File: config.mk
export PLATFORM = sky130hd
export DESIGN_NAME = link_ctrl_status
export DESIGN_NICKNAME = d
export VERILOG_FILES = /design/src/link_regs_pkg.sv /design/src/exit_seq_if.sv /design/src/exit_sequencer.sv /design/src/link_ctrl_status.sv
export SDC_FILE = /design/constraint.sdc
export NUM_CORES = 1
export LEC_CHECK = 0
export BUFFER_PORTS_ARGS = -buffer_cell sky130_fd_sc_hd__buf_2
export CORE_UTILIZATION = 49
export DETAILED_ROUTE_END_ITERATION = 8
export PLACE_DENSITY = 0.93
export SKIP_CTS_REPAIR_TIMING = 1
export SYNTH_ARGS = -nofsm -noshare
export SYNTH_HDL_FRONTEND = slang
export SYNTH_SLANG_ARGS = --single-unit
File: constraint.sdc
create_clock -name core_clk -period 5.9 [get_ports core_clk]
set_input_delay 1.475 -clock core_clk [delete_from_list [all_inputs] [get_ports core_clk]]
set_output_delay 1.475 -clock core_clk [all_outputs]
set_load 0.02 [all_outputs]
File: src/link_regs_pkg.sv
// Package for the port link control and status dword.
// Holds the register offset, field positions, reset values and sequence counts.
// Assumes the configuration port presents byte addresses of a 4 KB space.
package link_regs_pkg;

   // ==========================================================================
   // Register placement
   // ==========================================================================
   localparam int CFG_ADDR_W = 12;
   localparam logic [11:0] LINK_REG_OFFSET = 12'h0d0;

   // ==========================================================================
   // Control half, bits 15:0
   // ==========================================================================
   localparam int ASPM_LSB = 0;
   localparam int RCB_BIT = 3;
   localparam int LINK_DIS_BIT = 4;
   localparam int RETRAIN_BIT = 5;
   localparam int COMMON_CLK_BIT = 6;
   localparam int EXT_SYNC_BIT = 7;
   localparam int CLK_PM_BIT = 8;
   localparam int HW_WIDTH_DIS_BIT = 9;
   localparam int BW_MGMT_IE_BIT = 10;
   localparam int AUTO_BW_IE_BIT = 11;

   localparam logic [1:0] ASPM_DISABLED = 2'h0;
   localparam logic [1:0] ASPM_L0S_ONLY = 2'h1;
   localparam logic [1:0] ASPM_L1_ONLY = 2'h2;
   localparam logic [1:0] ASPM_BOTH = 2'h3;
   localparam logic [1:0] ASPM_RESET = 2'h0;

   // ==========================================================================
   // Status half, bits 31:16
   // ==========================================================================
   localparam int SPEED_LSB = 16;
   localparam int WIDTH_LSB = 20;
   localparam int TRAIN_ERR_BIT = 26;
   localparam int TRAINING_BIT = 27;
   localparam int SLOT_CLK_BIT = 28;
   localparam int DL_ACTIVE_BIT = 29;
   localparam int BW_MGMT_ST_BIT = 30;
   localparam int AUTO_BW_ST_BIT = 31;

   localparam logic [3:0] SPEED_2G5 = 4'h1;
   localparam logic [3:0] SPEED_5G0 = 4'h2;
   localparam logic [3:0] SPEED_RESET = 4'h2;
   localparam logic [5:0] WIDTH_RESET = 6'h01;
   localparam logic TRAINING_RESET = 1'b1;
   localparam logic SLOT_CLK_RESET = 1'b1;

   // ==========================================================================
   // Ordered-set counts on exit to L0
   // ==========================================================================
   localparam int OS_CNT_W = 13;
   localparam logic [12:0] EXT_FTS_COUNT = 13'h1000;
   localparam logic [12:0] EXT_TS1_COUNT = 13'h0400;
   localparam logic [12:0] DEF_FTS_COUNT = 13'h0020;
   localparam logic [12:0] DEF_TS1_COUNT = 13'h0010;

endpackage

File: src/exit_seq_if.sv
// Interface between the register block and the exit ordered-set sequencer.
// Assumes both ends run on the configuration clock.
`timescale 1ns/1ns
`default_nettype none
interface exit_seq_if;
   logic req;
   logic from_l1;
   logic ext_sync;
   logic os_ready;
   logic os_valid;
   logic os_is_ts1;
   logic done;
   logic busy;

   modport ctrl (output req, output from_l1, output ext_sync, output os_ready,
                 input os_valid, input os_is_ts1, input done, input busy);
   modport seq (input req, input from_l1, input ext_sync, input os_ready,
                output os_valid, output os_is_ts1, output done, output busy);
endinterface
`default_nettype wire

File: src/exit_sequencer.sv
// Sequencer that counts the ordered sets sent when the link leaves L0s or L1.
// Assumes the transmitter accepts one ordered set per cycle with valid and ready.
`timescale 1ns/1ns
`default_nettype none
module exit_sequencer
   import link_regs_pkg::*;
#(
   parameter logic [12:0] N_FTS = DEF_FTS_COUNT,
   parameter logic [12:0] N_TS1 = DEF_TS1_COUNT
) (
   input wire logic core_clk, // Configuration clock.
   input wire logic rst,      // Synchronous reset, active high.
   exit_seq_if.seq sq         // Request and ordered-set handshake.
);

   if (N_FTS == 13'h0000 || N_TS1 == 13'h0000) begin : g_chk
      $error("exit_sequencer: ordered-set counts must be at least one");
   end

   typedef enum logic [0:0] {IDLE, SEND} seq_state_e;

   seq_state_e state, next_state;
   logic [12:0] remain, next_remain;
   logic is_ts1, next_is_ts1;
   logic done_q, next_done_q;

   // ==========================================================================
   // Next-state logic
   // ==========================================================================
   always_comb begin
      next_state = state;
      next_remain = remain;
      next_is_ts1 = is_ts1;
      next_done_q = 1'b0;
      case (state)
         IDLE: begin
            // Requests while a sequence runs are dropped; the link cannot be in two exits.
            if (sq.req) begin
               next_is_ts1 = sq.from_l1;
               if (sq.ext_sync) begin
                  next_remain = sq.from_l1 ? EXT_TS1_COUNT : EXT_FTS_COUNT;
               end else begin
                  next_remain = sq.from_l1 ? N_TS1 : N_FTS;
               end
               next_state = SEND;
            end
         end
         SEND: begin
            if (sq.os_ready) begin
               next_remain = remain - 13'h0001;
               if (remain == 13'h0001) begin
                  next_state = IDLE;
                  next_done_q = 1'b1;
               end
            end
         end
         default: begin
            next_state = IDLE;
         end
      endcase
   end

   always_ff @(posedge core_clk) begin
      if (rst) begin
         state <= IDLE;
         remain <= 13'h0000;
         is_ts1 <= 1'b0;
         done_q <= 1'b0;
      end else begin
         state <= next_state;
         remain <= next_remain;
         is_ts1 <= next_is_ts1;
         done_q <= next_done_q;
      end
   end

   assign sq.os_valid = (state == SEND);
   assign sq.busy = (state == SEND);
   assign sq.os_is_ts1 = is_ts1;
   assign sq.done = done_q;

endmodule
`default_nettype wire

File: src/link_ctrl_status.sv
// Link control and link status register pair of one switch port, sharing one dword.
// Assumes the configuration port and the link training logic run on core_clk;
// only the open-drain clock request pin arrives from outside and is synchronised.
//
// Behaviour
// The two-bit power-state entry field decodes 00 none, 01 L0s, 10 L1, 11 both, and resets to 00.
// The receive side may always enter L0s, whatever the power-state entry field holds.
// The read completion boundary bit 3 is read-only and always reads zero.
// Link disable bit 4 is fixed at zero on the upstream port and disables the link on a downstream port.
// Writing one to retrain bit 5 on a downstream port starts retraining, and the bit always reads zero.
// Common clock bit 6 stores what is written, resets to zero, and reports a shared reference clock.
// With extended sync set, 4096 FTS sets leave L0s and 1024 TS1 sets leave L1; the bit resets to zero.
// With clock power management bit 8 clear the clock request pin is held low; downstream fixes it at zero.
// The two bandwidth interrupt enables, bits 10 and 11, are read-only upstream and writable downstream.
// The negotiated speed reads 0001 for 2.5 Gb/s or 0010 for 5.0 Gb/s and resets to 0010.
// The negotiated lane count sits in bits 25 to 20 and reads one lane after reset.
// Training error bit 26 sets on a failed training and clears when the link reaches L0.
// Training bit 27 is one while training runs, clears at completion, and resets to one.
// Slot clock bit 28 is read-only, resets to one, and may be reloaded from the loader.
// Bit 29 is one while the data link state machine is in DL_Active and resets to zero.
// Bandwidth status bits 30 and 31 set on their events and clear when software writes one.
`timescale 1ns/1ns
`default_nettype none
module link_ctrl_status
   import link_regs_pkg::*;
#(
   parameter bit UPSTREAM_PORT = 1'b0,      // One for the upstream port of the switch.
   parameter logic [12:0] N_FTS = DEF_FTS_COUNT, // FTS sets on L0s exit without extended sync.
   parameter logic [12:0] N_TS1 = DEF_TS1_COUNT  // TS1 sets on L1 exit without extended sync.
) (
   input wire logic core_clk,          // Configuration clock, 20 MHz.
   input wire logic rst,               // Synchronous reset, active high.
   input wire logic cfg_req,           // Configuration access request.
   input wire logic cfg_wr,            // One for a write, zero for a read.
   input wire logic [11:0] cfg_addr,   // Byte address of the dword.
   input wire logic [3:0] cfg_be,      // Byte enables.
   input wire logic [31:0] cfg_wdata,  // Write data.
   output logic cfg_ack,               // One-cycle answer to every request.
   output logic [31:0] cfg_rdata,      // Read data, valid with cfg_ack.
   input wire logic lt_start,          // Training has started.
   input wire logic lt_done,           // Training reached L0.
   input wire logic lt_fail,           // Training failed.
   input wire logic [3:0] neg_speed,   // Negotiated speed, taken at lt_done.
   input wire logic [5:0] neg_width,   // Negotiated lanes, taken at lt_done.
   input wire logic dl_active,         // Data link state machine in DL_Active.
   input wire logic bw_mgmt_event,     // Bandwidth management event.
   input wire logic auto_bw_event,     // Autonomous bandwidth event.
   input wire logic slot_clk_load,     // Loader writes the slot clock default.
   input wire logic slot_clk_value,    // Value written by the loader.
   input wire logic l0s_exit_req,      // Transmitter leaves L0s.
   input wire logic l1_exit_req,       // Transmitter leaves L1.
   input wire logic os_ready,          // Transmitter takes an ordered set.
   output logic os_valid,              // Ordered set requested.
   output logic os_is_ts1,             // One for TS1, zero for FTS.
   output logic exit_done,             // Exit sequence finished.
   input wire logic clk_idle,          // Link may give up its reference clock.
   input wire logic clkreq_n_in,       // Clock request pin level.
   output logic clkreq_n_out,          // Clock request pin drive value.
   output logic clkreq_n_oe,           // Clock request pin drive enable.
   output logic link_clk_removable,    // Reference clock may be stopped.
   output logic l0s_entry_en,          // Transmit L0s entry allowed.
   output logic l1_entry_en,           // L1 entry allowed.
   output logic rx_l0s_en,             // Receive L0s entry allowed.
   output logic link_disable,          // Link held disabled.
   output logic retrain_pulse,         // One-cycle retrain start.
   output logic common_clk,            // Shared reference clock in use.
   output logic hw_width_dis,          // Autonomous width change disabled.
   output logic bw_mgmt_int_en,        // Bandwidth management interrupt enable.
   output logic auto_bw_int_en         // Autonomous bandwidth interrupt enable.
);

   // ==========================================================================
   // Helpers
   // ==========================================================================
   function automatic logic [31:0] lane_mask(input logic [3:0] be);
      lane_mask = {{8{be[3]}}, {8{be[2]}}, {8{be[1]}}, {8{be[0]}}};
   endfunction

   function automatic logic bit_written(input logic [31:0] mask, input logic [31:0] data, input int pos);
      bit_written = mask[pos] & data[pos];
   endfunction

   // ==========================================================================
   // Access decode
   // ==========================================================================
   logic hit;
   logic wr_hit;
   logic [31:0] wmask;

   assign hit = cfg_req && (cfg_addr[11:2] == LINK_REG_OFFSET[11:2]);
   assign wr_hit = hit && cfg_wr;
   assign wmask = wr_hit ? lane_mask(cfg_be) : 32'h0000_0000;

   // ==========================================================================
   // Control half
   // ==========================================================================
   logic [1:0] aspm, next_aspm;
   logic dis, next_dis;
   logic retrain, next_retrain;
   logic cclk, next_cclk;
   logic ext_sync, next_ext_sync;
   logic clk_pm, next_clk_pm;
   logic width_dis, next_width_dis;
   logic bw_ie, next_bw_ie;
   logic abw_ie, next_abw_ie;

   always_comb begin
      next_aspm = aspm;
      next_dis = dis;
      next_cclk = cclk;
      next_ext_sync = ext_sync;
      next_clk_pm = clk_pm;
      next_width_dis = width_dis;
      next_bw_ie = bw_ie;
      next_abw_ie = abw_ie;
      next_retrain = 1'b0;
      if (wmask[ASPM_LSB]) begin
         next_aspm = cfg_wdata[ASPM_LSB +: 2];
      end
      if (wmask[COMMON_CLK_BIT]) begin
         next_cclk = cfg_wdata[COMMON_CLK_BIT];
      end
      if (wmask[EXT_SYNC_BIT]) begin
         next_ext_sync = cfg_wdata[EXT_SYNC_BIT];
      end
      if (wmask[HW_WIDTH_DIS_BIT]) begin
         next_width_dis = cfg_wdata[HW_WIDTH_DIS_BIT];
      end
      if (UPSTREAM_PORT) begin
         next_dis = 1'b0;
         next_bw_ie = 1'b0;
         next_abw_ie = 1'b0;
         if (wmask[CLK_PM_BIT]) begin
            next_clk_pm = cfg_wdata[CLK_PM_BIT];
         end
      end else begin
         next_clk_pm = 1'b0;
         if (wmask[LINK_DIS_BIT]) begin
            next_dis = cfg_wdata[LINK_DIS_BIT];
         end
         if (wmask[BW_MGMT_IE_BIT]) begin
            next_bw_ie = cfg_wdata[BW_MGMT_IE_BIT];
         end
         if (wmask[AUTO_BW_IE_BIT]) begin
            next_abw_ie = cfg_wdata[AUTO_BW_IE_BIT];
         end
         next_retrain = bit_written(wmask, cfg_wdata, RETRAIN_BIT);
      end
   end

   always_ff @(posedge core_clk) begin
      if (rst) begin
         aspm <= ASPM_RESET;
         dis <= 1'b0;
         retrain <= 1'b0;
         cclk <= 1'b0;
         ext_sync <= 1'b0;
         clk_pm <= 1'b0;
         width_dis <= 1'b0;
         bw_ie <= 1'b0;
         abw_ie <= 1'b0;
      end else begin
         aspm <= next_aspm;
         dis <= next_dis;
         retrain <= next_retrain;
         cclk <= next_cclk;
         ext_sync <= next_ext_sync;
         clk_pm <= next_clk_pm;
         width_dis <= next_width_dis;
         bw_ie <= next_bw_ie;
         abw_ie <= next_abw_ie;
      end
   end

   // ==========================================================================
   // Status half
   // ==========================================================================
   logic [3:0] speed, next_speed;
   logic [5:0] width, next_width;
   logic train_err, next_train_err;
   logic training, next_training;
   logic slot_clk, next_slot_clk;
   logic dl_up, next_dl_up;
   logic bw_st, next_bw_st;
   logic abw_st, next_abw_st;

   always_comb begin
      next_speed = speed;
      next_width = width;
      next_slot_clk = slot_clk;
      next_dl_up = dl_active;
      next_train_err = train_err;
      next_training = training;
      if (lt_done) begin
         next_speed = neg_speed;
         next_width = neg_width;
         next_train_err = 1'b0;
         next_training = 1'b0;
      end
      // A failure or a new start in the same cycle as completion wins.
      if (lt_fail) begin
         next_train_err = 1'b1;
      end
      if (lt_start || retrain) begin
         next_training = 1'b1;
      end
      if (slot_clk_load) begin
         next_slot_clk = slot_clk_value;
      end
      // Write-one-to-clear; an event in the clearing cycle keeps the bit set.
      next_bw_st = (bw_st && !bit_written(wmask, cfg_wdata, BW_MGMT_ST_BIT)) || bw_mgmt_event;
      next_abw_st = (abw_st && !bit_written(wmask, cfg_wdata, AUTO_BW_ST_BIT)) || auto_bw_event;
   end

   always_ff @(posedge core_clk) begin
      if (rst) begin
         speed <= SPEED_RESET;
         width <= WIDTH_RESET;
         train_err <= 1'b0;
         training <= TRAINING_RESET;
         slot_clk <= SLOT_CLK_RESET;
         dl_up <= 1'b0;
         bw_st <= 1'b0;
         abw_st <= 1'b0;
      end else begin
         speed <= next_speed;
         width <= next_width;
         train_err <= next_train_err;
         training <= next_training;
         slot_clk <= next_slot_clk;
         dl_up <= next_dl_up;
         bw_st <= next_bw_st;
         abw_st <= next_abw_st;
      end
   end

   // ==========================================================================
   // Read path and answer
   // ==========================================================================
   logic [31:0] dword;
   logic [31:0] next_rdata;
   logic next_ack;

   always_comb begin
      dword = 32'h0000_0000;
      dword[ASPM_LSB +: 2] = aspm;
      dword[RCB_BIT] = 1'b0;
      dword[LINK_DIS_BIT] = dis;
      dword[RETRAIN_BIT] = 1'b0;
      dword[COMMON_CLK_BIT] = cclk;
      dword[EXT_SYNC_BIT] = ext_sync;
      dword[CLK_PM_BIT] = clk_pm;
      dword[HW_WIDTH_DIS_BIT] = width_dis;
      dword[BW_MGMT_IE_BIT] = bw_ie;
      dword[AUTO_BW_IE_BIT] = abw_ie;
      dword[SPEED_LSB +: 4] = speed;
      dword[WIDTH_LSB +: 6] = width;
      dword[TRAIN_ERR_BIT] = train_err;
      dword[TRAINING_BIT] = training;
      dword[SLOT_CLK_BIT] = slot_clk;
      dword[DL_ACTIVE_BIT] = dl_up;
      dword[BW_MGMT_ST_BIT] = bw_st;
      dword[AUTO_BW_ST_BIT] = abw_st;
      next_ack = cfg_req;
      // Other offsets belong to neighbouring registers; here they answer with zero.
      next_rdata = (hit && !cfg_wr) ? dword : 32'h0000_0000;
   end

   always_ff @(posedge core_clk) begin
      if (rst) begin
         cfg_ack <= 1'b0;
         cfg_rdata <= 32'h0000_0000;
      end else begin
         cfg_ack <= next_ack;
         cfg_rdata <= next_rdata;
      end
   end

   // ==========================================================================
   // Clock request pin
   // ==========================================================================
   logic clkreq_s1, clkreq_s2;
   logic next_oe, next_removable;

   always_comb begin
      // Disabled: drive the pin low so the reference clock keeps running.
      next_oe = !(clk_pm && clk_idle);
      // The clock stops only once every party on the wired pin has released it.
      next_removable = clk_pm && clk_idle && clkreq_s2;
   end

   always_ff @(posedge core_clk) begin
      if (rst) begin
         clkreq_s1 <= 1'b0;
         clkreq_s2 <= 1'b0;
         clkreq_n_oe <= 1'b1;
         clkreq_n_out <= 1'b0;
         link_clk_removable <= 1'b0;
      end else begin
         clkreq_s1 <= clkreq_n_in;
         clkreq_s2 <= clkreq_s1;
         clkreq_n_oe <= next_oe;
         clkreq_n_out <= 1'b0;
         link_clk_removable <= next_removable;
      end
   end

   // ==========================================================================
   // Control outputs
   // ==========================================================================
   always_comb begin
      l0s_entry_en = (aspm == ASPM_L0S_ONLY) || (aspm == ASPM_BOTH);
      l1_entry_en = (aspm == ASPM_L1_ONLY) || (aspm == ASPM_BOTH);
      rx_l0s_en = 1'b1;
      link_disable = dis;
      retrain_pulse = retrain;
      common_clk = cclk;
      hw_width_dis = width_dis;
      bw_mgmt_int_en = bw_ie;
      auto_bw_int_en = abw_ie;
   end

   // ==========================================================================
   // Exit ordered-set sequencer
   // ==========================================================================
   exit_seq_if seq_bus ();

   assign seq_bus.req = l0s_exit_req || l1_exit_req;
   assign seq_bus.from_l1 = l1_exit_req;
   assign seq_bus.ext_sync = ext_sync;
   assign seq_bus.os_ready = os_ready;
   assign os_valid = seq_bus.os_valid;
   assign os_is_ts1 = seq_bus.os_is_ts1;
   assign exit_done = seq_bus.done;

   exit_sequencer #(
      .N_FTS(N_FTS),
      .N_TS1(N_TS1)
   ) u_exit_seq (
      .core_clk(core_clk),
      .rst(rst),
      .sq(seq_bus.seq)
   );

endmodule
`default_nettype wire

=== Yosys cells after proc, flatten, opt, wreduce, memory -nomap -nowiden ===
Cells that the tools add are included.

* Register bits after elaboration: 74
* Input bits: 75
* Output and inout bits: 48
* Word-level logic and storage cells: 71

* Equality and inequality tests: 7
* Add/sub/neg operators: 1
* Reductions and logical operators: 20
* Bitwise operators: 6
* Multiplexer cells: 14

{| class="wikitable"
|+ Operator list
! operator !! number
|-
| $mux 13 || 4
|-
| $mux 32 || 1
|-
| $pmux 13 s2 || 1
|-
| $eq 13x1->1 const B || 1
|-
| $sub 13x1->13 const B || 1
|-
| $eq 10x6->1 const B || 1
|-
| $logic_or 1x1->1 || 6
|-
| $mux 1 || 6
|-
| $mux 6 || 1
|-
| $logic_and 1x1->1 || 5
|-
| $eq 2x2->1 const B || 2
|-
| $ne 2x2->1 const B || 2
|-
| $reduce_and 2->1 || 2
|-
| $reduce_or 2->1 || 2
|-
| $and 1x1->1 || 3
|-
| $logic_not 1->1 || 3
|-
| $not 1->1 || 3
|-
| $reduce_or 3->1 || 1
|-
| $eq 2x1->1 const B || 1
|-
| $pmux 1 s2 || 1
|-
| $reduce_bool 2->1 || 1
|}

=== Longest topological paths before layout ===
* Depth after elaboration: 8
* Depth in mapped cells: 6

=== Cells and area by module ===
Synthesis repeated with hierarchy kept, for this count alone.

* Cell total of the unflattened synthesis: 273
* Area total of the unflattened synthesis: 2,757.6 um^2

{| class="wikitable"
|+ By module, submodules not included
! module !! sequential area each (um^2) !! cells an instance !! instances !! area an instance (um^2)
|-
| link_ctrl_status || 1,001.0 || 168 || 1 || 1,869.3
|-
| exit_sequencer || 320.3 || 105 || 1 || 888.4
|}

=== Worst setup path before layout ===
OpenSTA, ideal clock, no wires.

* Path kind: in2reg
* From: in cfg_addr[8]
* To: reg cfg_rdata[4]
* Slack: 2.823 ns
* Cell stages on the path: 5
* Data arrival time: 3.019 ns
* Cells stage by stage: or4b_4 -> or4_4 -> nor3_4 -> buf_6 -> and2_2

* Longest elaborated chain between the ends: 5

{| class="wikitable"
|+ RTL lines
! what !! RTL line !! RTL
|-
| from (decl) || link_ctrl_status.sv:35 || <nowiki>input wire logic [11:0] cfg_addr,</nowiki>
|-
| $eq 10x6->1 || link_ctrl_status.sv:90 || <nowiki>assign hit = cfg_req && (cfg_addr[11:2] == LINK_REG_OFFSET[11:2]);</nowiki>
|-
| $logic_and 1x1->1 || link_ctrl_status.sv:90 ||
|-
| $logic_and 1x1->1 || link_ctrl_status.sv:266 || <nowiki>next_rdata = (hit && !cfg_wr) ? dword : 32'h0000_0000;</nowiki>
|-
| $not 1->1 (no line) || n/a ||
|-
| $reduce_or 2->1 (no line) || n/a ||
|-
| to (signal assigned) || link_ctrl_status.sv:275 || <nowiki>cfg_rdata <= next_rdata;</nowiki>
|-
| to (decl) || link_ctrl_status.sv:39 || <nowiki>output logic [31:0] cfg_rdata,</nowiki>
|}

Every way passes these cells.
A chain may end at the register's enable or synchronous reset.

=== Worst setup path in the final report ===
* From: in cfg_addr[8]
* To: reg cfg_rdata[31]

The elaborated chain is that of the path after synthesis.

==> flow_metrics.tcl <==
set metrics [dict create \
    status "finished, final reports clean" \
    crit_path_start_kind "input port" \
    setup_tns_ns 0 \
    slew_viol_final 0 \
    fin_area_mm2 0.00322 \
    dieArea_mm2 0.00565 \
    nFillCells 447 \
    max_freq_ghz 0.307 \
    reg2reg_depth 4 \
    grt_start_max_net_pins 41 \
    clkPwrFrac 0.391 \
    fin_crit_ns 3.25 \
    synth_edf_count 0 \
    ys_types 46 \
    hp-class "flop to flop" \
    rsz0062_at_grt "no" \
    place_congestion 0.884 \
    layout.cells.most_common "buf_2" \
    switching_share 0.255 \
    grt_pass1_wl_um 8690 \
    areaGrowthSynthToFinish_pct 22.8 \
    final_hold_viol_count 0 \
    cp_max_fo 23 \
    peakVddDrop_uv 171 \
    power_frac_comb 0.112 \
    syn_inst 269 \
    p_per_area_mw_per_mm2 299 \
    max-cap-violations 0 \
    drt-total-wl_um 5620 \
    n_antenna_cell 0 \
    finClkSkew_ns 0.00825 \
    hold_depth 1 \
    seq_power_share 0.496 \
    crit_path_end_kind "flop" \
    ys.flop_type "dfxtp_1" \
    place_hpwl_um 4040 \
    clockRootBuffer "clkbuf_8" \
    finalSetupViolCount 0 \
    antenna_found_initial 0 \
    clock_sinks 66 \
    cts_buffer_depth 2 \
    first_pass_iters 4 \
    gr-usage-all-layers 0.208 \
    core_area_mm2 0.00514 \
    ys_async_sr_fraction 0 \
    insertion_delay_ns 0.33 \
    ys_warn_count 0 \
    leakage_nw 1.51 \
    syn-cell-area_mm2 0.00262 \
    wl_per_cell_um 13.2 \
    cts-buffers-inserted 9 \
    netSwitchingPower_w 0.000245 \
    max-slew-margin-rel 0.373 \
    via_per_inst 5.04 \
    required_ns 6.17 \
    rows 26 \
    seq_area_frac_synth 0.504 \
    drc 0 \
    fin_hold_ws_ns 0.454 \
    path_class "input port to flop" \
    io_pins 123 \
    syn_area_per_cell_um2 9.74 \
    die_h_um 75.1 \
    h-tree-depth 3 \
    io_buffers 84 \
    nets 427 \
    finalCritPeriodShare 0.551 \
    final_antenna_net_count 0 \
    cts_tree "built" \
    placed_area_mm2 0.00302 \
    worst_pin_slew_ns 0.932 \
    synth_seq_cells 66 \
    drive_above_1_share 0.363 \
    die_width_um 75.1 \
    path_clk_slew_ns 0.07 \
    cp.arrival_ns 3.52 \
    overflow 0 \
    grt_pass1_vias 1989 \
    internal-power_w 0.000717 \
    rrSetupSlack_ns 3.95 \
    start_util 0.510 \
    drt_iter0_markers 103 \
    final_cell_mix "buf_2 (84), dfxtp_1 (66), nor2_1 (36)" \
    vias 2141 \
]
final timing paths:
path | start | to
worst max-delay path | cfg_addr[8] | cfg_rdata[31]
worst min-delay path | dl_up | cfg_rdata[29]
worst max register to register | u_exit_seq.sq.busy | u_exit_seq.remain[11]
worst min register to register | dl_up | cfg_rdata[29]
per-stage QoR:
step / total power (W) / setup slack (ns) / std cells / utilization
2_1_floorplan: 0.000565 / 2.82 / 279 / -
3_3_place_gp: 0.000588 / 2.32 / 409 / 0.587
3_5_place_dp: 0.000594 / 2.28 / 409 / 0.587
4_1_cts: 0.000970 / 2.62 / 425 / 0.626
5_1_grt: 0.00101 / 2.55 / 425 / 0.626
6_report: 0.000962 / 2.65 / 425 / 0.626
logic make-up after synthesis:
kind of cell,count (synthesis),share of synthesized area
other cells,2,0.00287
fa+ha+maj,2,0.00955
simple gates,119,0.265
xor+xnor,4,0.0134
flops,66,0.504
compound gates,27,0.0716
buf+inv,32,0.0687
mux,17,0.0649
power groups by stage:
stage               clock network [W]  logic (W)  registers, W
global placement                    0   0.000102      0.000486
global route                 0.000409   0.000120      0.000480
CTS                          0.000385   0.000108      0.000477
detailed placement                  0   0.000107      0.000487
finish                       0.000377   0.000108      0.000478
floorplan                           0  0.0000815      0.000483
worst max-delay path: stages:
cell and delay, ns:
buf_2 0.10, or4b_4 0.57, or4_4 0.56, nor3_4 0.56
and2_2 0.26
cell type report:
| class | instances | area, um2 | area share |
|---|---|---|---|
| Clock inverter | 6 | 65.1 | 0.0202 |
| Timing Repair Buffer | 84 | 420 | 0.131 |
| Tap cell | 70 | 87.6 | 0.0272 |
| Clock buffer | 10 | 138 | 0.0428 |
| Multi-Input combinational cell | 181 | 1160 | 0.360 |
| Sequential cell | 66 | 1320 | 0.410 |
| Inverter | 8 | 30.0 | 0.00933 |
registers in the layout, summed over array words and instances (netlist names):
signal                   cells
ext_sync                     1
retrain_pulse                1
cfg_ack                      1
slot_clk                     1
width                        6
link_disable                 1
bw_st                        1
auto_bw_int_en               1
common_clk                   1
hw_width_dis                 1
u_exit_seq.sq.os_is_ts1      1
dl_up                        1
speed                        4
cfg_rdata                   24
aspm                         2
training                     1
abw_st                       1
bw_mgmt_int_en               1
u_exit_seq.sq.done           1
train_err                    1
u_exit_seq.remain           13
u_exit_seq.sq.busy           1
synth_stat cells (2+ instances only):
master	number	area [um2]
buf_1	3	11.3
or2_2	3	18.8
and2_2	18	135
clkbuf_1	7	26.3
o31ai_1	2	15.0
nor2_1	36	135
nand2b_1	4	25.0
o21ai_0	3	15.0
inv_1	8	30.0
nand4_1	3	18.8
and2_1	5	31.3
ha_1	2	25.0
or4_1	3	22.5
mux2i_1	17	170
dfxtp_1	66	1320
nor2b_1	7	43.8
nand2_1	8	30.0
a21oi_1	10	50.1
or3_1	5	31.3
a211o_1	3	26.3
nor4_1	8	50.1
conb_1	2	7.51
buf_6	2	22.5
xor2_1	3	26.3
buf_4	12	90.1
nand3_1	5	25.0
a211oi_1	2	15.0
nor3_1	4	20.0
metal layers:
metal / GRT usage / wire length (um) / up-vias
met2: 0.364 / 2870 / 86
met4: 0.107 / 140 / 0
met1: 0.232 / 2290 / 982
met3: 0.0576 / 316 / 12
met5: 0 / 0 / -
li1: - / - / 1061
Note: power is estimated with default switching activity, not from simulation.
